**src/verilog/cmr_defs.vh**
```
// Constants for the move, OR and return execution block
`ifndef CMR_DEFS_VH
`define CMR_DEFS_VH
`define CMR_OP_NONE      3'h0
`define CMR_OP_OR_FILE   3'h1
`define CMR_OP_COPY_FILE 3'h2
`define CMR_OP_STORE_W   3'h3
`define CMR_OP_LOAD_LIT  3'h4
`define CMR_OP_RET_INT   3'h5
`define CMR_INT_EN_BIT   7
`define CMR_DEST_W       1'h0
`define CMR_DEST_FILE    1'h1
`define CMR_ST_IDLE      1'h0
`define CMR_ST_RET2      1'h1
`define CMR_W_RESET      8'h00
`endif

```
**src/verilog/cmr_alu.v**
```verilog
// Result and zero flag for the OR and copy operations
`timescale 1ns/100ps
`default_nettype none
`include "cmr_defs.vh"
module cmr_alu #(
  parameter WIDTH = 8
) (
  input  wire [2:0]       op,
  input  wire [WIDTH-1:0] w_val,
  input  wire [WIDTH-1:0] file_val,
  output reg  [WIDTH-1:0] result,
  output wire             zero
);
  always @*
  begin
    if (op == `CMR_OP_OR_FILE)
      result = w_val | file_val;
    else
      result = file_val;
  end
  assign zero = (result == {WIDTH{1'h0}});
endmodule
`default_nettype wire

```
**src/verilog/cmr_exec.v**
```verilog
// Execution of OR, copy, store, literal load and return from interrupt
`timescale 1ns/100ps
`default_nettype none
`include "cmr_defs.vh"
module cmr_exec #(
  parameter WIDTH    = 8,
  parameter ADDR_W   = 7,
  parameter PC_W     = 13
) (
  input  wire              clk,
  input  wire              sys_rst,
  input  wire              clk_en,
  input  wire              op_valid,
  input  wire [2:0]        op_code,
  input  wire [ADDR_W-1:0] op_addr,
  input  wire              op_dest,
  input  wire [WIDTH-1:0]  op_literal,
  input  wire [WIDTH-1:0]  file_rd_data,
  input  wire [PC_W-1:0]   top_of_stack,
  output wire              op_ready,
  output wire [ADDR_W-1:0] file_addr,
  output reg               file_wr_en,
  output reg  [ADDR_W-1:0] file_wr_addr,
  output reg  [WIDTH-1:0]  file_wr_data,
  output reg  [WIDTH-1:0]  working_reg,
  output reg               zero_flag,
  output reg               stack_pop,
  output reg               pc_load,
  output reg  [PC_W-1:0]   pc_value,
  output reg               global_interrupt_enable_set
);
  reg              state;
  reg              take;
  wire [WIDTH-1:0] alu_result;
  wire             alu_zero;
  wire             do_or_file;
  wire             do_copy_file;
  wire             do_file_op;
  wire             to_file;
  wire             do_store;
  wire             do_load;
  wire             do_return;
  reg              next_state;
  reg              next_file_wr_en;
  reg [ADDR_W-1:0] next_file_wr_addr;
  reg [WIDTH-1:0]  next_file_wr_data;
  reg [WIDTH-1:0]  next_working_reg;
  reg              next_zero_flag;
  reg              next_stack_pop;
  reg              next_pc_load;
  reg [PC_W-1:0]   next_pc_value;
  reg              next_global_interrupt_enable_set;

  ////////////////////////////////////////////////////////////////////////////
  // Second cycle of return stalls new operations
  assign op_ready  = (state == `CMR_ST_IDLE);
  assign file_addr = op_addr;

  always @*
  begin
    take = op_valid & op_ready;
  end

  cmr_alu #(
    .WIDTH (WIDTH)
  ) u_alu (
    .op       (op_code),
    .w_val    (working_reg),
    .file_val (file_rd_data),
    .result   (alu_result),
    .zero     (alu_zero)
  );

  ////////////////////////////////////////////////////////////////////////////
  // Opcodes decoded here, gated by take
  // Codes are this block's own; the fetch path maps the real encoding
  assign do_or_file   = take & (op_code == `CMR_OP_OR_FILE);
  assign do_copy_file = take & (op_code == `CMR_OP_COPY_FILE);
  assign do_file_op   = do_or_file | do_copy_file;
  assign to_file      = (op_dest == `CMR_DEST_FILE);
  assign do_store     = take & (op_code == `CMR_OP_STORE_W);
  assign do_load      = take & (op_code == `CMR_OP_LOAD_LIT);
  assign do_return    = take & (op_code == `CMR_OP_RET_INT);

  ////////////////////////////////////////////////////////////////////////////
  // Next values; pulses default low, anything else no operation moves holds
  always @*
  begin
    next_state                       = state;
    next_file_wr_en                  = 1'h0;
    next_file_wr_addr                = file_wr_addr;
    next_file_wr_data                = file_wr_data;
    next_working_reg                 = working_reg;
    next_zero_flag                   = zero_flag;
    next_stack_pop                   = 1'h0;
    next_pc_load                     = 1'h0;
    next_pc_value                    = pc_value;
    next_global_interrupt_enable_set = 1'h0;
    case (state)
      `CMR_ST_IDLE:
      begin
        if (do_file_op)
        begin
          next_zero_flag = alu_zero;
        end
        if (do_file_op && !to_file)
        begin
          next_working_reg = alu_result;
        end
        if (do_file_op && to_file)
        begin
          next_file_wr_en   = 1'h1;
          next_file_wr_addr = op_addr;
          next_file_wr_data = alu_result;
        end
        if (do_store)
        begin
          next_file_wr_en   = 1'h1;
          next_file_wr_addr = op_addr;
          next_file_wr_data = working_reg;
        end
        if (do_load)
        begin
          next_working_reg = op_literal;
        end
        if (do_return)
        begin
          next_stack_pop = 1'h1;
          next_pc_load   = 1'h1;
          next_pc_value  = top_of_stack;
          next_state     = `CMR_ST_RET2;
        end
        if (do_return)
        begin
          next_global_interrupt_enable_set = 1'h1;
        end
      end
      `CMR_ST_RET2:
      begin
        next_state = `CMR_ST_IDLE;
      end
      default:
      begin
        next_state = `CMR_ST_IDLE;
      end
    endcase
  end

  ////////////////////////////////////////////////////////////////////////////
  // Sequencer state
  always @(posedge clk)
  begin
    if (sys_rst)
    begin
      state <= `CMR_ST_IDLE;
    end
    else if (clk_en)
    begin
      state <= next_state;
    end
  end

  ////////////////////////////////////////////////////////////////////////////
  // File write port; a pulse held by low enable only rewrites the same word
  always @(posedge clk)
  begin
    if (sys_rst)
    begin
      file_wr_en   <= 1'h0;
      file_wr_addr <= {ADDR_W{1'h0}};
      file_wr_data <= {WIDTH{1'h0}};
    end
    else if (clk_en)
    begin
      file_wr_en   <= next_file_wr_en;
      file_wr_addr <= next_file_wr_addr;
      file_wr_data <= next_file_wr_data;
    end
  end

  ////////////////////////////////////////////////////////////////////////////
  // Working register and zero flag
  always @(posedge clk)
  begin
    if (sys_rst)
    begin
      working_reg <= `CMR_W_RESET;
      zero_flag   <= 1'h0;
    end
    else if (clk_en)
    begin
      working_reg <= next_working_reg;
      zero_flag   <= next_zero_flag;
    end
  end

  ////////////////////////////////////////////////////////////////////////////
  // Return pulses and program counter value
  always @(posedge clk)
  begin
    if (sys_rst)
    begin
      stack_pop                   <= 1'h0;
      pc_load                     <= 1'h0;
      pc_value                    <= {PC_W{1'h0}};
      global_interrupt_enable_set <= 1'h0;
    end
    else if (clk_en)
    begin
      stack_pop                   <= next_stack_pop;
      pc_load                     <= next_pc_load;
      pc_value                    <= next_pc_value;
      global_interrupt_enable_set <= next_global_interrupt_enable_set;
    end
  end
endmodule
`default_nettype wire
```
**config.mk**
```make
export PLATFORM = sky130hd
export DESIGN_NAME = cmr_exec
export DESIGN_NICKNAME = d
export VERILOG_FILES = /design/src/verilog/cmr_alu.v /design/src/verilog/cmr_exec.v
export VERILOG_INCLUDE_DIRS = /design/src /design/src/verilog
export SDC_FILE = /design/constraint.sdc
export NUM_CORES = 1
export LEC_CHECK = 0
export BUFFER_PORTS_ARGS = -buffer_cell sky130_fd_sc_hd__buf_2
export CORE_MARGIN = 4
export CORE_UTILIZATION = 45
export CTS_CLUSTER_DIAMETER = 30
export DETAILED_ROUTE_END_ITERATION = 7
export MAX_ROUTING_LAYER = met4
export PLACE_DENSITY = 0.9
export SLEW_MARGIN = 20
export SYNTH_ARGS = -nofsm -noshare
export SYNTH_HDL_FRONTEND = slang
export SYNTH_HIERARCHICAL = 1
export SYNTH_SLANG_ARGS = --single-unit
export TNS_END_PERCENT = 20
```
**constraint.sdc**
```tcl
create_clock -name clk -period 2.06 [get_ports clk]
set_clock_uncertainty 0.15 [all_clocks]
set_input_delay 0.412 -clock clk [delete_from_list [all_inputs] [get_ports clk]]
set_output_delay 0.412 -clock clk [all_outputs]
set_load 0.03 [all_outputs]
```
==> impl_metrics.tcl <==
set metrics [dict create \
    seqCellArea_sq_um 781 \
    wl_per_cell_um 14.2 \
    largest_register_ff_count 13 \
    cts.sinks 39 \
    final_common_cell "buf_2" \
    crit_chain "or3_2 -> mux2i_1 -> a221oi_1" \
    synth_compound_area_share_pct 14.5 \
    worst_ep_required_time_ps 2080 \
    drc 0 \
    cp_slowest_cell "or3_2" \
    cellLeakagePower_nw 1.16 \
    yosysWarnings 6 \
    r2r_slack_ps 190 \
    ys_seq_area_share_pct 41.6 \
    rsz0062_at_grt "no" \
    pin_count 93 \
    p_per_area_nw_per_um2 674 \
    synthesis.area_sq_um 1880 \
    synthSimpleGateAreaFrac_pct 16.9 \
    slowest_delay_ps 670 \
    grt_overflow_total 0 \
    rows 23 \
    syn_nets 228 \
    h-tree-depth 2 \
    clk_latency_ps 280 \
    grt_pass1_wl_mm 7.27 \
    worst_slew_pin_slew_ps 438 \
    cts_inserted_buffers 5 \
    io_buffers 92 \
    final_core_util_pct 60.9 \
    hold_violations 0 \
    drv_cap 0 \
    antenna_cells 0 \
    path_class "reg2reg" \
    hold_ws_ps 208 \
    initial_core_util_pct 46.6 \
    yosysUniqueCellTypes 32 \
    grt_pass1_vias 1563 \
    cp_max_fo 10 \
    dp_hpwl_mm 3.42 \
    clkTransAtPathRegs_ps 70 \
    cts_resized 0 \
    synth_xor_xnor_area_share_pct 0.466 \
    finalMaxSlewViolations 0 \
    syn_to_final_growth_pct 30.7 \
    final_cell_mix "buf_2, dfxtp_1, nor2_1" \
    setup_viol 0 \
    dieArea_sq_um 5270 \
    finalSetupTns_ps 0 \
    fp.coreArea_sq_um 4030 \
    status "completed" \
    nFillCells 360 \
    ctsHoldBuffers 0 \
    multi_input_area_sq_um 963 \
    cp-start-kind "register" \
    cts_tree "done" \
    ys_ff_latch 39 \
    synth_top_family_by_area "multiplexers" \
    vias 1647 \
    synth_adder_area_share_pct 0 \
    crit_path_end_kind "register" \
    slew_headroom_pct 70.7 \
    grt_util_all_layers_pct 18.1 \
    hold_path.class "in2reg" \
    die_width_um 72.6 \
    fmax_ghz 0.534 \
    fp.dieH_um 72.6 \
    drt_wl_total_mm 4.57 \
    drtIter0Drc 56 \
    first_pass_iters 4 \
    postRouteAntennaNets 0 \
    postCtsSetupRepairBufs 0 \
    synthMuxAreaShare_pct 19.2 \
    routabilityCongestion 0.826 \
    cp.arrival_ps 1900 \
    grt_max_degree 40 \
    cts_root_buffer "clkbuf_8" \
    syn_area_per_cell_sq_um 10.2 \
    ir_drop_v 0.000338 \
    nets 316 \
    syn-instance-count 184 \
    clockBufferDepth 2 \
    fin_crit_ps 1870 \
    drive_gt1_share_pct 46.7 \
    antenna_found_initial 0 \
    vias_per_cell 5.11 \
    period_share_pct 91.0 \
]
==> per-stage QoR <==
stage / std cells / setup WS, ps / total power [mW] / cell area, sq um
after floorplan: 184 / 249 / 0.978 / 1880
after global placement: 315 / 161 / 1.06 / 2350
after detailed placement: 315 / 44.9 / 1.07 / 2350
after CTS: 322 / 202 / 1.67 / 2450
after global routing: 322 / 61.4 / 1.73 / 2450
final: 322 / 186 / 1.65 / 2450
==> power breakdown <==
group / switching, mW / internal, mW / leakage [nW]
Clock: 0.247 / 0.355 / 0.0513
Combinational: 0.156 / 0.107 / 0.789
Sequential: 0.0160 / 0.774 / 0.316
==> cells by family (layout without fill, tap and decap cells) <==
group | count (synthesis) | after routing
AOI/OAI and AO/OA | 31 | 31
xor gates and xnor gates | 1 | 1
DFF | 39 | 39
buffers and inverters | 20 | 108
and+or+nand+nor | 57 | 57
muxes | 36 | 36
==> synth_stat cells (all sizes together) <==
cell / n / area share [%]
nor4b: 2 / 1.7
mux2i: 36 / 19
or3: 1 / 0.40
dfxtp: 39 / 42
o21ai: 2 / 0.53
clkbuf: 4 / 0.80
nand2: 4 / 0.80
a21oi: 3 / 0.80
buf: 14 / 6.3
xor2: 1 / 0.47
a221oi: 8 / 3.7
nor4: 2 / 0.67
nor3b: 1 / 1.0
or3b: 1 / 0.47
nor3: 3 / 0.80
nand3: 1 / 0.27
inv: 2 / 0.40
a21o: 8 / 3.7
nand3b: 2 / 1.7
and4bb: 1 / 0.87
a21boi: 2 / 1.4
nor2: 39 / 8.2
a211oi: 8 / 4.3
==> area by class of cell <==
type / count / area share [%]
timing repair buffer: 99 / 21.9
sequential: 39 / 31.8
inverter: 2 / 0.306
multi-input combinational: 125 / 39.2
clock inverter: 1 / 1.22
clock buffer: 6 / 2.96
tap: 50 / 2.55
==> path summary, 6_finish.rpt <==
kind                                       to              startpoint  cells after the start
setup / recovery  working_reg[5]$_SDFFE_PP0P_      state$_SDFFE_PP0P_                      3
hold / removal      pc_value[10]$_SDFFE_PP0P_        top_of_stack[10]                      3
setup reg to reg  working_reg[5]$_SDFFE_PP0P_      state$_SDFFE_PP0P_                      3
hold reg to reg        zero_flag$_SDFFE_PP0P_  zero_flag$_SDFFE_PP0P_                      2
==> critical path, delay by kind of cell, from the launching register on <==
family,cells,cell delay (ps)
DFF,1,410
and+or+nand+nor,1,670
muxes,1,160
AOI/OAI and AO/OA,1,360
==> routing by layer <==
| metal | GRT usage (%) | vias up | part of all wire (%) |
|---|---|---|---|
| li1 | - | 828 | - |
| met1 | 21.5 | 743 | 41 |
| met2 | 29.6 | 70 | 48 |
| met3 | 6.34 | 6 | 9.5 |
| met4 | 4.30 | 0 | 0.96 |
| met5 | - | - | 0 |
Note: power is estimated with default switching activity, not from simulation.
